--- src/hbs_pkg.sv ---
`default_nettype none
// Shared constants of the host bridge reset strap loader.
package hbs_pkg;
    // Clock and timing.
    localparam int CLK_PERIOD_NS = 10;
    localparam int CPU_RST_HOLD_NS = 1000;
    localparam int CPU_RST_HOLD_CYC = (CPU_RST_HOLD_NS + CLK_PERIOD_NS - 1) / CLK_PERIOD_NS;
    localparam int DELAYED_CPU_RESET_DELAY_CYC = 2;
    // Bus widths.
    localparam int ADDR_W = 8;
    localparam int DATA_W = 32;
    // Register byte offsets.
    localparam logic [7:0] OFS_STRAP_STATUS = 8'h00;
    localparam logic [7:0] OFS_BRIDGE_CONFIG = 8'h04;
    localparam logic [7:0] OFS_SDRAM_CONTROL = 8'h08;
    // Strap positions in the captured strap vector.
    localparam int NUM_STRAPS = 6;
    localparam int S_BUFFER = 0;
    localparam int S_MEMCOMPAT = 1;
    localparam int S_GFXOFF = 2;
    localparam int S_QSTART = 3;
    localparam int S_QDEPTH = 4;
    localparam int S_FREQ = 5;
    // Internal pull values seen when a strap is left undriven.
    localparam logic [5:0] STRAP_PULLS = 6'h10;
    // Field positions.
    localparam int STATUS_VALID_BIT = 8;
    localparam int STATUS_CPU_RESET_BIT = 9;
    localparam int REDIRECT_BIT = 16;
    localparam int SDRAM_PWR_BIT = 0;
    // Reset values of the writable registers.
    localparam logic REDIRECT_RST = 1'b0;
    localparam logic SDRAM_PWR_RST = 1'b0;
    // Sequencer states.
    typedef enum logic [1:0] {
        HBS_PCI_RESET,
        HBS_CPU_HOLD,
        HBS_RUN
    } hbs_state_e;
endpackage : hbs_pkg
`default_nettype wire

--- src/hbs_reset_straps.sv ---
// Implementation choices: the register addresses and the APB register port.
`timescale 1ns/10ps
`default_nettype none
// Function
// - Frequency strap picks 66 or 100 MHz.
// - Undriven frequency strap defaults to 66 MHz.
// - Queue strap 0 drives address 7 low.
// - Queue strap 1 leaves address 7 undriven.
// - Quick start strap 1 drives address 15 low.
// - Quick start strap 0 leaves address 15 undriven.
// - Graphics strap 1 isolates graphics port.
// - Compat strap isolates unused DRAM signals.
// - Clock enables follow power bit and compat.
// - Delayed CPU reset lags two clocks.
// - PCI reset resets logic, tri-states outputs.
module hbs_reset_straps #(
    parameter int HOLD_CYC = hbs_pkg::CPU_RST_HOLD_CYC
) (
    // Clock and reset.
    input wire logic pclk,
    input wire logic presetn,
    // APB slave.
    input wire logic [hbs_pkg::ADDR_W-1:0] paddr,
    input wire logic psel,
    input wire logic penable,
    input wire logic pwrite,
    input wire logic [hbs_pkg::DATA_W-1:0] pwdata,
    output logic pready,
    output logic [hbs_pkg::DATA_W-1:0] prdata,
    output logic pslverr,
    // Reset pins.
    input wire logic pci_bus_reset_n,
    output logic cpu_reset_n,
    output logic delayed_cpu_reset_n,
    // Strap pins and whether the board drives each one.
    input wire logic host_freq_strap,
    input wire logic queue_depth_strap,
    input wire logic quick_start_strap,
    input wire logic graphics_port_off_strap,
    input wire logic memory_compat_strap,
    input wire logic buffer_mode_strap,
    input wire logic [hbs_pkg::NUM_STRAPS-1:0] strap_driven,
    // Processor address straps, open drain.
    output logic queue_depth_addr_line_n_out,
    output logic queue_depth_addr_line_oe,
    output logic quick_start_addr_line_n_out,
    output logic quick_start_addr_line_oe,
    // Configuration results.
    output logic host_freq_100,
    output logic mobile_buffers,
    output logic graphics_port_off,
    output logic memory_compat_mode,
    output logic config_select_redirect,
    output logic sdram_cke_dynamic,
    // Output enables of isolated pin groups.
    output logic pci_out_oe,
    output logic graphics_port_oe,
    output logic row_select_set_b_oe,
    output logic mem_addr_set_a_oe,
    output logic sdram_clock_out_oe,
    output logic cke_high_oe
);
    import hbs_pkg::*;

    // Picks the board level or, when undriven, the internal pull.
    function automatic logic resolve(input logic val, input logic drv, input logic pull);
        resolve = drv ? val : pull;
    endfunction

    hbs_state_e state;
    hbs_state_e next_state;
    logic [15:0] hold_cnt;
    logic pci_prev;
    logic pci_rise;
    logic strap_valid;
    logic [NUM_STRAPS-1:0] cap_straps;
    logic [NUM_STRAPS-1:0] pin_straps;
    logic delayed_cpu_reset_d1;
    logic redirect;
    logic sdram_power_bit;
    logic apb_setup;
    logic apb_write;
    logic addr_ok;
    logic [DATA_W-1:0] rd_word;

    // Strap pins with pulls applied.
    always_comb begin
        pin_straps[S_FREQ] = resolve(host_freq_strap, strap_driven[S_FREQ],
                                     STRAP_PULLS[S_FREQ]);
        pin_straps[S_QDEPTH] = resolve(queue_depth_strap, strap_driven[S_QDEPTH],
                                       STRAP_PULLS[S_QDEPTH]);
        pin_straps[S_QSTART] = resolve(quick_start_strap, strap_driven[S_QSTART],
                                       STRAP_PULLS[S_QSTART]);
        pin_straps[S_GFXOFF] = resolve(graphics_port_off_strap, strap_driven[S_GFXOFF],
                                       STRAP_PULLS[S_GFXOFF]);
        pin_straps[S_MEMCOMPAT] = resolve(memory_compat_strap, strap_driven[S_MEMCOMPAT],
                                          STRAP_PULLS[S_MEMCOMPAT]);
        pin_straps[S_BUFFER] = resolve(buffer_mode_strap, strap_driven[S_BUFFER],
                                       STRAP_PULLS[S_BUFFER]);
    end

    assign pci_rise = pci_bus_reset_n & ~pci_prev;

    // Remembers the PCI reset level to find its rising edge.
    always_ff @(posedge pclk or negedge presetn) begin
        if (!presetn) begin
            pci_prev <= 1'b0;
        end else begin
            pci_prev <= pci_bus_reset_n;
        end
    end

    // Latches the straps once per PCI reset release and keeps them.
    always_ff @(posedge pclk or negedge presetn) begin
        if (!presetn) begin
            cap_straps <= STRAP_PULLS;
            strap_valid <= 1'b0;
        end else if (pci_rise) begin
            cap_straps <= pin_straps;
            strap_valid <= 1'b1;
        end else if (!pci_bus_reset_n) begin
            strap_valid <= 1'b0;
        end
    end

    // Chooses the next reset sequencer state.
    always_comb begin
        next_state = state;
        case (state)
            HBS_PCI_RESET: begin
                if (pci_rise) begin
                    next_state = HBS_CPU_HOLD;
                end
            end
            HBS_CPU_HOLD: begin
                if (hold_cnt == 16'(HOLD_CYC - 1)) begin
                    next_state = HBS_RUN;
                end
            end
            HBS_RUN: begin
                next_state = HBS_RUN;
            end
            default: begin
                next_state = HBS_PCI_RESET;
            end
        endcase
        if (!pci_bus_reset_n) begin
            next_state = HBS_PCI_RESET;
        end
    end

    // Holds the processor in reset for a while after the straps settle.
    always_ff @(posedge pclk or negedge presetn) begin
        if (!presetn) begin
            state <= HBS_PCI_RESET;
            hold_cnt <= '0;
            cpu_reset_n <= 1'b0;
        end else begin
            state <= next_state;
            hold_cnt <= (state == HBS_CPU_HOLD) ? hold_cnt + 16'h0001 : 16'h0000;
            cpu_reset_n <= (next_state == HBS_RUN);
        end
    end

    // Delayed copy of the CPU reset, two clocks behind.
    always_ff @(posedge pclk or negedge presetn) begin
        if (!presetn) begin
            delayed_cpu_reset_d1 <= 1'b0;
            delayed_cpu_reset_n <= 1'b0;
        end else begin
            delayed_cpu_reset_d1 <= cpu_reset_n;
            delayed_cpu_reset_n <= delayed_cpu_reset_d1;
        end
    end

    // Drives the processor address straps while the delayed reset is low.
    always_ff @(posedge pclk or negedge presetn) begin
        if (!presetn) begin
            queue_depth_addr_line_oe <= 1'b0;
            quick_start_addr_line_oe <= 1'b0;
            queue_depth_addr_line_n_out <= 1'b1;
            quick_start_addr_line_n_out <= 1'b1;
        end else begin
            queue_depth_addr_line_oe <= strap_valid & ~delayed_cpu_reset_d1
                                        & ~cap_straps[S_QDEPTH];
            quick_start_addr_line_oe <= strap_valid & ~delayed_cpu_reset_d1
                                        & cap_straps[S_QSTART];
            queue_depth_addr_line_n_out <= 1'b0;
            quick_start_addr_line_n_out <= 1'b0;
        end
    end

    // Turns captured straps into configuration and pin enables.
    always_ff @(posedge pclk or negedge presetn) begin
        if (!presetn) begin
            host_freq_100 <= 1'b0;
            mobile_buffers <= 1'b0;
            graphics_port_off <= 1'b0;
            memory_compat_mode <= 1'b0;
            config_select_redirect <= 1'b0;
            sdram_cke_dynamic <= 1'b0;
            pci_out_oe <= 1'b0;
            graphics_port_oe <= 1'b0;
            row_select_set_b_oe <= 1'b0;
            mem_addr_set_a_oe <= 1'b0;
            sdram_clock_out_oe <= 1'b0;
            cke_high_oe <= 1'b0;
        end else begin
            host_freq_100 <= cap_straps[S_FREQ];
            mobile_buffers <= cap_straps[S_BUFFER];
            graphics_port_off <= cap_straps[S_GFXOFF];
            memory_compat_mode <= cap_straps[S_MEMCOMPAT];
            config_select_redirect <= redirect & cap_straps[S_MEMCOMPAT];
            sdram_cke_dynamic <= sdram_power_bit & ~cap_straps[S_MEMCOMPAT];
            pci_out_oe <= pci_bus_reset_n;
            graphics_port_oe <= pci_bus_reset_n & ~cap_straps[S_GFXOFF];
            row_select_set_b_oe <= pci_bus_reset_n & ~cap_straps[S_MEMCOMPAT];
            mem_addr_set_a_oe <= pci_bus_reset_n & ~cap_straps[S_MEMCOMPAT];
            sdram_clock_out_oe <= pci_bus_reset_n & ~cap_straps[S_MEMCOMPAT];
            cke_high_oe <= pci_bus_reset_n & ~cap_straps[S_MEMCOMPAT];
        end
    end

    assign apb_setup = psel & ~penable;
    assign apb_write = psel & penable & pready & pwrite;
    assign addr_ok = (paddr == OFS_STRAP_STATUS) || (paddr == OFS_BRIDGE_CONFIG)
                     || (paddr == OFS_SDRAM_CONTROL);

    // Read multiplexer.
    always_comb begin
        rd_word = '0;
        case (paddr)
            OFS_STRAP_STATUS: begin
                rd_word[NUM_STRAPS-1:0] = cap_straps;
                rd_word[STATUS_VALID_BIT] = strap_valid;
                rd_word[STATUS_CPU_RESET_BIT] = cpu_reset_n;
            end
            OFS_BRIDGE_CONFIG: begin
                rd_word[REDIRECT_BIT] = redirect;
            end
            OFS_SDRAM_CONTROL: begin
                rd_word[SDRAM_PWR_BIT] = sdram_power_bit;
            end
            default: begin
                rd_word = '0;
            end
        endcase
    end

    // Answers every transfer in its first access cycle.
    always_ff @(posedge pclk or negedge presetn) begin
        if (!presetn) begin
            pready <= 1'b0;
            prdata <= '0;
            pslverr <= 1'b0;
        end else begin
            pready <= apb_setup;
            prdata <= (apb_setup && !pwrite) ? rd_word : '0;
            pslverr <= apb_setup & ~addr_ok;
        end
    end

    // Writable control bits, also cleared by PCI reset.
    always_ff @(posedge pclk or negedge presetn) begin
        if (!presetn) begin
            redirect <= REDIRECT_RST;
            sdram_power_bit <= SDRAM_PWR_RST;
        end else if (!pci_bus_reset_n) begin
            redirect <= REDIRECT_RST;
            sdram_power_bit <= SDRAM_PWR_RST;
        end else if (apb_write && paddr == OFS_BRIDGE_CONFIG) begin
            redirect <= pwdata[REDIRECT_BIT];
        end else if (apb_write && paddr == OFS_SDRAM_CONTROL) begin
            sdram_power_bit <= pwdata[SDRAM_PWR_BIT];
        end
    end
endmodule // hbs_reset_straps
`default_nettype wire

--- config.mk ---
export PLATFORM = sky130hd
export DESIGN_NAME = hbs_reset_straps
export DESIGN_NICKNAME = d
export VERILOG_FILES = /design/src/hbs_pkg.sv /design/src/hbs_reset_straps.sv
export SDC_FILE = /design/constraint.sdc
export NUM_CORES = 1
export LEC_CHECK = 0
export BUFFER_PORTS_ARGS = -buffer_cell sky130_fd_sc_hd__buf_2
export CAP_MARGIN = 30
export CORE_MARGIN = 2
export CORE_UTILIZATION = 45
export DETAILED_ROUTE_END_ITERATION = 8
export MAX_ROUTING_LAYER = met4
export PLACE_DENSITY = 0.86
export SLEW_MARGIN = 5
export SYNTH_ARGS = -nofsm -noshare
export SYNTH_HDL_FRONTEND = slang
export SYNTH_SLANG_ARGS = --single-unit
--- constraint.sdc ---
create_clock -name pclk -period 2 [get_ports pclk]
set_clock_uncertainty 0.1 [all_clocks]
set_input_delay 0.4 -clock pclk [delete_from_list [all_inputs] [get_ports pclk]]
set_output_delay 0.4 -clock pclk [all_outputs]
set_load 0.05 [all_outputs]
==> results of run 1 <==
==> flip-flops by register name, summed over array words and instances, names as in the netlist, 2 cells and up <==
register	cells
hold_cnt	16
state	2
prdata	9
cap_straps	6
==> power groups by stage <==
stage | Combinational (uW) | Clock, uW | Sequential (uW)
detailed placement | 326 | 0 | 1160
global placement | 323 | 0 | 1150
global route | 348 | 795 | 1140
floorplan | 209 | 0 | 1220
CTS | 328 | 754 | 1130
finish | 326 | 737 | 1130
==> metrics by stage <==
stage	setup WS (ps)	utilization (%)	hold slack, ps	cells	instance area (um2)
CTS	274.9	54.27	174.3	345	2754
global route	164.3	54.27	188.0	345	2754
finish	259.2	54.27	181.2	345	2754
floorplan	428.3	-	4.409	237	2427
detailed placement	294.7	51.70	282.8	336	2624
global placement	331.6	51.70	283.7	336	2624
==> placed cells by master (no fill, tap or decap), drive strengths merged, types with 6 or more instances in the layout <==
| cell type | Yosys | routed |
|---|---|---|
| xor2 | 7 | 7 |
| nor2b | 7 | 7 |
| nand3 | 9 | 9 |
| o21ai | 8 | 8 |
| nor2 | 20 | 20 |
| nand2 | 21 | 21 |
| buf | 27 | 61 |
| clkbuf | 5 | 6 |
| dfrtp | 51 | 51 |
| nand4 | 7 | 7 |
| and2 | 8 | 8 |
| conb | 1 | 24 |
==> kinds of logic (layout without fill, tap and decap cells) <==
kind of cell,count (synthesis),after routing,share of synthesized area (%)
buf+inv,38,76,11.01
xor+xnor,12,12,4.490
mux,2,2,1.069
other cells,1,24,0.1602
flops,53,53,56.76
fa+ha+maj,1,1,0.5344
simple gates,95,95,22.98
compound gates,12,12,2.993
==> cell usage after synthesis (2+ instances only) <==
cell and instances:
and2_1 8, and3_1 2, and4_1 2, buf_4 27, clkbuf_1 5, dfrtp_1 51
dfstp_2 2, inv_1 5, nand2_1 21, nand2b_1 3, nand3_1 8, nand4_1 6
nor2_1 20, nor2b_1 7, nor3_1 3, nor4_1 4, nor4b_1 2, o21ai_0 8
xnor2_1 5, xor2_1 7
==> layout make-up <==
cell class	count	area, um2
timing repair buffer	62	340.3
sequential	53	1329
fill	480	2321
clock inverter	2	37.54
inverter	6	36.28
tap	70	87.58
multi-input combinational	146	840.8
clock buffer	6	82.58
==> final timing paths <==
path / start / to / slack (ps)
min in group asynchronous: presetn / hold_cnt[9] / 510
setup reg to reg: hold_cnt[4] / hold_cnt[15] / 260
setup / recovery: hold_cnt[4] / hold_cnt[15] / 260
hold reg to reg: cap_straps[5] / host_freq_100 / 300
hold / removal: penable / pready / 180
max in group asynchronous: presetn / quick_start_addr_line_n_out / 1020
==> critical path: stages, from the launching register on <==
cell and delay [ps]:
dfrtp_1 470, bufinv_8 230, nor4b_4 400, nand3_2 120
mux2_4 300
==> repair_timing <==
item | CTS | global route
hold endpoints to repair | 51 | 0
hold buffers | 1 | 0
endpoints found under the setup margin | 0 | 0
==> per-layer routing <==
metal | vias up | routed length, um
met5 | - | 0
met4 | 0 | 57
met3 | 5 | 253
met1 | 797 | 1753
met2 | 61 | 2050
li1 | 777 | -
==> reports/metrics.yaml, run 1 <==
sta:
  finalMaxSlewViolations: 0
  timing.fmax_mhz: 574.5
  period_needed_ps: 1741
  hold_viol_final: 0
  setup_viol: 0
  rsz0062_at_grt: "false"
  setup_tns_ps: 0
  period_share_pct: 87.04
pwr:
  pwr-share-comb_pct: 14.8
  seqPwrFrac_pct: 51.6
  ir_drop_mv: 0.3149
  power.switching_uw: 613.9
  power_uw: 2197
  internal_power_uw: 1583
  p_leak_uw: 0.001405
  clkPwrFrac_pct: 33.5
  switching_share_pct: 27.95
  powerDensity_nw_per_um2: 797.6
global_route:
  grt_use_met3_pct: 3.318
  grt_util_met2_pct: 25.09
  antenna_found_initial: 0
  grt_overflow: 0
  grt_pass1_wl_mm: 6.920
  grt_max_degree: 54
  grt_pass1_vias: 1519
  busiest_layer: "met2"
  track_usage_pct: 15.29
  use_met1_pct: 18.87
detailed_routing:
  viasPerCell: 4.754
  ant_nets: 0
  wl_per_cell_um: 11.93
  totalWireLength_mm: 4.115
  drtIter0Drc: 128
  vias: 1640
  drtPass1Iterations: 4
  drc_errors: 0
outcome:
  outcome: "completed"
logic_synthesis:
  syn_area_um2: 2341
  syn_area_per_cell_um2: 10.94
  synth_top_area_cell: "dfrtp_1"
  synth_edf_count: 0
  ys_seq_elements: 53
  yosysSeqAreaShare_pct: 56.76
  ys_types: 38
  synth_ff_type: "dfrtp_1"
  synth.area.top_cells: "dfrtp_1 55%, buf_4 8.7%, nand2_1 3.4%"
  synth-warning-count: 0
  yosysTopAreaCellShare_pct: 54.52
  async_reset_ff_share_pct: 100.0
  postSynthCellCount: 214
critical_path:
  start_kind: "register"
  r2r_cells: 4
  critPathMaxFanout: 7
  timing_worst_setup_path_type: "register to register"
  arrival_ps: 1830
  endpoint_kind: "register"
  worstPathRequired_ps: 2090
hold_path:
  hold_path.class: "input pin to register"
  worstHoldPathCells: 2
clock_tree:
  clk_latency_ps: 300
  worst_setup_hold_path_clk_slew_ps: 90
  cts_buffers: 5
  clockBufferDepth: 2
  cts_tree: "done"
  cts-resized-gates: 0
  htree_levels: 2
  cts_root_buf: "clkbuf_8"
  clkSinkCount: 53
  post_cts.repair.setup_buffers: 0
die:
  fp.dieW_um: 76.13
  rows: 26
  die-height_um: 76.13
  initial_core_util_pct: 46.13
  die_area_um2: 5795
  core_um2: 5075
  ios: 110
place:
  hpwlAfterDp_mm: 3.056
  io_buffers: 56
  place_congestion: 0.8535
layout:
  antenna_cells: 0
  area_growth_pct: 17.64
  layout.nets: 333
  drive_gt1_share_pct: 29.45
flow_run:
  max-cap-violations: 0
(Power assumes the default switching activity.)
==> inputs of run 2 (changes only) <==
--- a/config.mk
+++ b/config.mk
@@ -11,7 +11,7 @@
 export CORE_UTILIZATION = 45
 export DETAILED_ROUTE_END_ITERATION = 8
 export MAX_ROUTING_LAYER = met4
-export PLACE_DENSITY = 0.86
+export PLACE_DENSITY = 0.83
 export SLEW_MARGIN = 5
 export SYNTH_ARGS = -nofsm -noshare
 export SYNTH_HDL_FRONTEND = slang
==> run 2 against run 1 <==
  * Design area shrank 1.2%
  * Cell count is 0.29% lower
  * Critical path type unchanged
  * Largest power group unchanged
  * Register-to-register slack gained 50 ps
  * Largest cell class unchanged
  * Routed wire length grew 0.83%
  * Critical endpoint unchanged
==> reports/metrics.yaml, run 2 (synthesis gave the netlist of run 1 again) <==
outcome:
  outcome: "completed"
global_route:
  grt_pass1_vias: 1618  # +6.5%
  track_usage_pct: 15.69  # +0.40 points
  grt_pass1_wl_mm: 7.107  # +2.7%
  grt_max_degree: 36  # -33%
  grt_overflow: 0  # unchanged
  antenna_found_initial: 0  # unchanged
die:
  fp.dieW_um: 76.13  # unchanged
  die-height_um: 76.13  # unchanged
  initial_core_util_pct: 46.13  # unchanged
  ios: 110  # unchanged
  core_um2: 5075  # unchanged
  rows: 26  # unchanged
  die_area_um2: 5795  # unchanged
place:
  place_congestion: 0.8279  # -3.0%
  io_buffers: 56  # unchanged
  hpwlAfterDp_mm: 3.188  # +4.3%
clock_tree:
  cts_buffers: 5  # unchanged
  clockBufferDepth: 2  # unchanged
  post_cts.repair.setup_buffers: 0  # unchanged
  cts_root_buf: "clkbuf_8"
  htree_levels: 2  # unchanged
  clkSinkCount: 53  # unchanged
  clk_latency_ps: 310  # about the same
  cts_tree: "done"
  worst_setup_hold_path_clk_slew_ps: 100  # about the same
critical_path:
  start_kind: "register"
  endpoint_kind: "register"
  reg2reg_slack_ps: 310  # +50 ps
  cp_cell_sequence: "and4_4 -> nor4b_4 -> nand3_2 -> mux2_4"
  timing_worst_setup_path_type: "register to register"
  arrival_ps: 1790  # -40 ps
  critPathMaxFanout: 6  # -1
  slowest_stage: "dfrtp_1"
  worstPathRequired_ps: 2100  # about the same
  max_stage_delay_ps: 460  # about the same
pwr:
  ir_drop_mv: 0.2903  # -7.8%
  power_uw: 2076  # -5.5%
  p_leak_uw: 0.001387  # -1.3%
  powerDensity_nw_per_um2: 763.2  # -4.3%
layout:
  final_cell_mix: "56 x buf_2, 51 x dfrtp_1, 24 x conb_1"
  layout.nets: 332  # -0.30%
  area_growth_pct: 16.19
  finalCoreUtilization_pct: 53.60  # -0.67 points
  largest_register_ffs: 16  # unchanged
  final_common_cell: "buf_2"
  drive_gt1_share_pct: 29.20  # -0.26 points
  top_register: "hold_cnt"
  antenna_cells: 0  # unchanged
  reg_top3: "hold_cnt x16, prdata x9, cap_straps x6"
detailed_routing:
  totalWireLength_mm: 4.149  # +0.83%
  ant_nets: 0  # unchanged
  viasPerCell: 4.669  # -1.8%
  wl_per_cell_um: 12.06  # +1.1%
  drc_errors: 0  # unchanged
  vias: 1606  # -2.1%
  drtIter0Drc: 71  # -45%
  drtPass1Iterations: 4  # unchanged
sta:
  period_share_pct: 84.62  # -2.4 points
  setup_tns_ps: 0  # unchanged
  period_needed_ps: 1692  # -48.41 ps
  finalMaxSlewViolations: 0  # unchanged
  rsz0062_at_grt: "false"
  hold_viol_final: 0  # unchanged
  timing.fmax_mhz: 590.9  # +2.9%
  setup_viol: 0  # unchanged
hold_path:
  hold_path.class: "input pin to register"
flow_run:
  max-cap-violations: 0  # unchanged
==> run 2: cell types whose count changed in the layout (fill, tap and decap cells not counted) <==
cell	before	now
buf_4	4	3
clkbuf_8	6	5
bufinv_16	1	0
inv_6	0	2
==> run 2: per-stage QoR <==
| stage | area (um2) | hold slack, ps | std cells | setup slack [ps] |
|---|---|---|---|---|
| after floorplan | 2427 | 4.409 | 237 | 428.3 |
| after global placement | 2616 | 257.5 | 335 | 254.2 |
| after detailed placement | 2616 | 267.8 | 335 | 225.3 |
| after CTS | 2720 | 159.0 | 344 | 292.3 |
| after global routing | 2720 | 178.8 | 344 | 216.2 |
| final | 2720 | 167.9 | 344 | 307.6 |
==> run 2: critical path: cells and delay by family, from the launching register on <==
| kind | cells | cell delay [ps] |
|---|---|---|
| flip-flops | 1 | 460 |
| multiplexers | 1 | 300 |
| AND/OR/NAND/NOR | 3 | 730 |
==> run 2: final cells by class <==
type                    count  area, um2
clock buffers               5      68.82
clock inverters             3      25.02
fillers                   470       2355
flip-flops and latches     53       1329
multi-input cells         146      840.8
well taps                  70      87.58
repair buffers             61      332.8
inverters                   6      36.28
==> run 2: timing repair <==
item,in CTS,in global routing
endpoints found under the hold margin,18,0
endpoints found under the setup margin,0,0
hold buffers,1,0
gates resized for setup,0,0
==> run 2: layer usage <==
layer | global-route usage [%] | up-vias | share of wire (%)
met4 | 7.091 | 0 | 1.7
li1 | - | 779 | -
met3 | 2.725 | 6 | 4.3
met1 | 18.79 | 773 | 42
met2 | 26.16 | 48 | 52
met5 | - | - | 0
==> run 2: power breakdown <==
part / internal [uW] / leakage, uW / switching (uW)
registers: 1110 / 0.000712 / 22.6
clock network: 255 / 0.0000452 / 360
logic: 64.6 / 0.000630 / 262
==> run 2: final timing paths <==
kind	start	end	cells after the start
worst min register to register	cpu_reset_n	delayed_cpu_reset_d1	0
worst max register to register	hold_cnt[3]	hold_cnt[15]	4
max in group asynchronous	presetn	quick_start_addr_line_n_out	3
min in group asynchronous	presetn	prdata[8]	2
worst max-delay path	hold_cnt[3]	hold_cnt[15]	4
worst min-delay path	penable	pready	2
==> inputs of run 3 (changes only) <==
==> constraint.sdc (replaced) <==
create_clock -name pclk -period 1.7 [get_ports pclk]
set_clock_uncertainty 0.1 [all_clocks]
set_input_delay 0.34 -clock pclk [delete_from_list [all_inputs] [get_ports pclk]]
set_output_delay 0.34 -clock pclk [all_outputs]
set_load 0.05 [all_outputs]
==> run 3 against run 2 <==
  * Sequential share of layout area fell by 0.97 points
  * Cell count rose by 1.7%
  * Largest power group unchanged
  * Worst setup slack got worse by 220 ps
  * Sequential power rose by 18%
  * Routed wire length rose by 0.27%
  * Non-clock buffer count rose by 6
  * Clock power rose by 20%
  * Combinational power rose by 18%
  * Power rose by 18%
  * Hold slack got worse by 57 ps
  * Global-route usage fell by 0.66 points
  * Critical path type unchanged
  * Clock-buffer cell count did not move
==> reports/metrics.yaml, run 3 (synthesis gave the netlist of run 1 again) <==
outcome:
  outcome: "completed"
critical_path:
  worstPathRequired_ps: 1790  # -310 ps
  startpoint: "hold_cnt[7]"
  timing_worst_setup_path_type: "register to register"
  critPathMaxFanout: 5  # -1
  endpoint_kind: "register"
  start_kind: "register"
  worstReg2RegStart: "hold_cnt[7]"
  arrival_ps: 1700  # -90 ps
sta:
  setup_viol: 0  # unchanged
  timing.fmax_mhz: 619.2  # +4.8%
  setup_tns_ps: 0  # unchanged
  period_needed_ps: 1615  # -77.25 ps
  setup_slack_ps: 84.90  # -222.7 ps
  rsz0062_at_grt: "false"
  period_share_pct: 95.01  # +10 points
  hold_viol_final: 0  # unchanged
  finalMaxSlewViolations: 0  # unchanged
detailed_routing:
  drc_errors: 0  # unchanged
  drtPass1Iterations: 4  # unchanged
  ant_nets: 0  # unchanged
  drtIter0Drc: 67  # -5.6%
  totalWireLength_mm: 4.160  # +0.27%
  wl_per_cell_um: 11.89  # -1.5%
  viasPerCell: 4.640  # -0.61%
  vias: 1624  # +1.1%
place:
  dp_cells: 341  # +1.8%
  dpl_worst_slack_ps: 64.68  # -160.7 ps
  io_buffers: 56  # unchanged
  hpwlAfterDp_mm: 3.177  # -0.34%
  place_congestion: 0.8135  # -1.7%
  postPlaceCellArea_um2: 2661  # +1.7%
clock_tree:
  cts_buffers: 5  # unchanged
  clockBufferDepth: 2  # unchanged
  htree_levels: 2  # unchanged
  cts_root_buf: "clkbuf_8"
  worst_setup_hold_path_clk_slew_ps: 100  # about the same
  clk_latency_ps: 310  # about the same
  cts_tree: "done"
  clkSinkCount: 53  # unchanged
  post_cts.repair.setup_buffers: 0  # unchanged
layout:
  layout.nets: 338  # +1.8%
  final_common_cell: "buf_2"
  drive_gt1_share_pct: 31.07  # +1.9 points
  antenna_cells: 0  # unchanged
  top_register: "hold_cnt"
  final_area_um2: 2775  # +2.0%
  multi_input_area_um2: 847.1  # +0.74%
  instances_no_fill: 350  # +1.7%
  final_cell_mix: "56 x buf_2, 51 x dfrtp_1, 24 x conb_1"
  register_area_um2: 1329  # unchanged
  fillers: 471  # +0.21%
  area_growth_pct: 18.55
  reg_top3: "hold_cnt x16, prdata x9, cap_straps x6"
  largest_register_ffs: 16  # unchanged
global_route:
  grt_pass1_vias: 1509  # -6.7%
  grt_pass1_wl_mm: 6.920  # -2.6%
  grt_overflow: 0  # unchanged
  track_usage_pct: 15.03  # -0.66 points
  grt_max_degree: 38  # +5.6%
  antenna_found_initial: 0  # unchanged
die:
  rows: 26  # unchanged
  initial_core_util_pct: 46.13  # unchanged
  ios: 110  # unchanged
  die-height_um: 76.13  # unchanged
  fp.dieW_um: 76.13  # unchanged
  core_um2: 5075  # unchanged
  die_area_um2: 5795  # unchanged
hold_path:
  hold_path.class: "input pin to register"
  hold_start: "penable"
flow_run:
  max-cap-violations: 0  # unchanged
pwr:
  p_leak_uw: 0.001427  # +2.8%
  powerDensity_nw_per_um2: 885.9  # +16%
  ir_drop_mv: 0.3404  # +17%
==> run 3: cell count changes in the layout (fill, tap and decap cells not counted) <==
cell        change
inv_6           -1
inv_8           +1
nor4b_1         -1
nor4b_2         +1
clkinv_4        +1
clkinvlp_4      -1
buf_4           +6
==> run 3: timing repair <==
action / in CTS / in global routing
hold buffers: 1 / 0
gates resized for setup: 0 / 1
endpoints found under the hold margin: 15 / 0
setup endpoints to repair: 0 / 1
==> run 3: routing by layer <==
layer / up-vias / routed length (um) / global-route usage, %
met4: 0 / 78 / 5.091
li1: 790 / - / -
met3: 9 / 184 / 2.251
met1: 774 / 1811 / 19.25
met2: 51 / 2085 / 24.73
met5: - / 0 / -
==> run 3: worst max-delay path: stages, from the launching register on <==
cell,delay [ps]
dfrtp_1,460
nand4_2,180
nor4b_4,330
nand3_2,120
mux2_4,310
==> run 3: cell type report <==
class	instances	share of cell area (%)
multi-input combinational	146	30.52
sequential	53	47.88
clock inverter	3	1.037
clock buffer	5	2.480
inverter	6	1.307
tap	70	3.156
timing repair buffer	67	13.62
==> run 3: worst paths after layout <==
path,to,slack [ps],cells after the start
worst min-delay path,pready,110,2
worst min register to register,host_freq_100,300,0
worst max register to register,hold_cnt[15],80,4
worst max-delay path,hold_cnt[15],80,4
max in group asynchronous,cap_straps[4],520,3
min in group asynchronous,config_select_redirect,370,2
==> run 3: report_power, final <==
part           leakage, uW  internal (uW)  switching [uW]  total [uW]
clock            0.0000506            308             431         739
sequential        0.000712           1310            25.4        1330
combinational     0.000664           76.5             310         387
==> run 3: per-stage QoR <==
step	total power [uW]	hold slack (ps)	util (%)
2_1_floorplan	1680	-55.59	-
3_3_place_gp	1736	173.6	52.44
3_5_place_dp	1744	181.5	52.44
4_1_cts	2482	107.8	54.56
5_1_grt	2552	130.5	54.68
6_report	2459	110.9	54.68
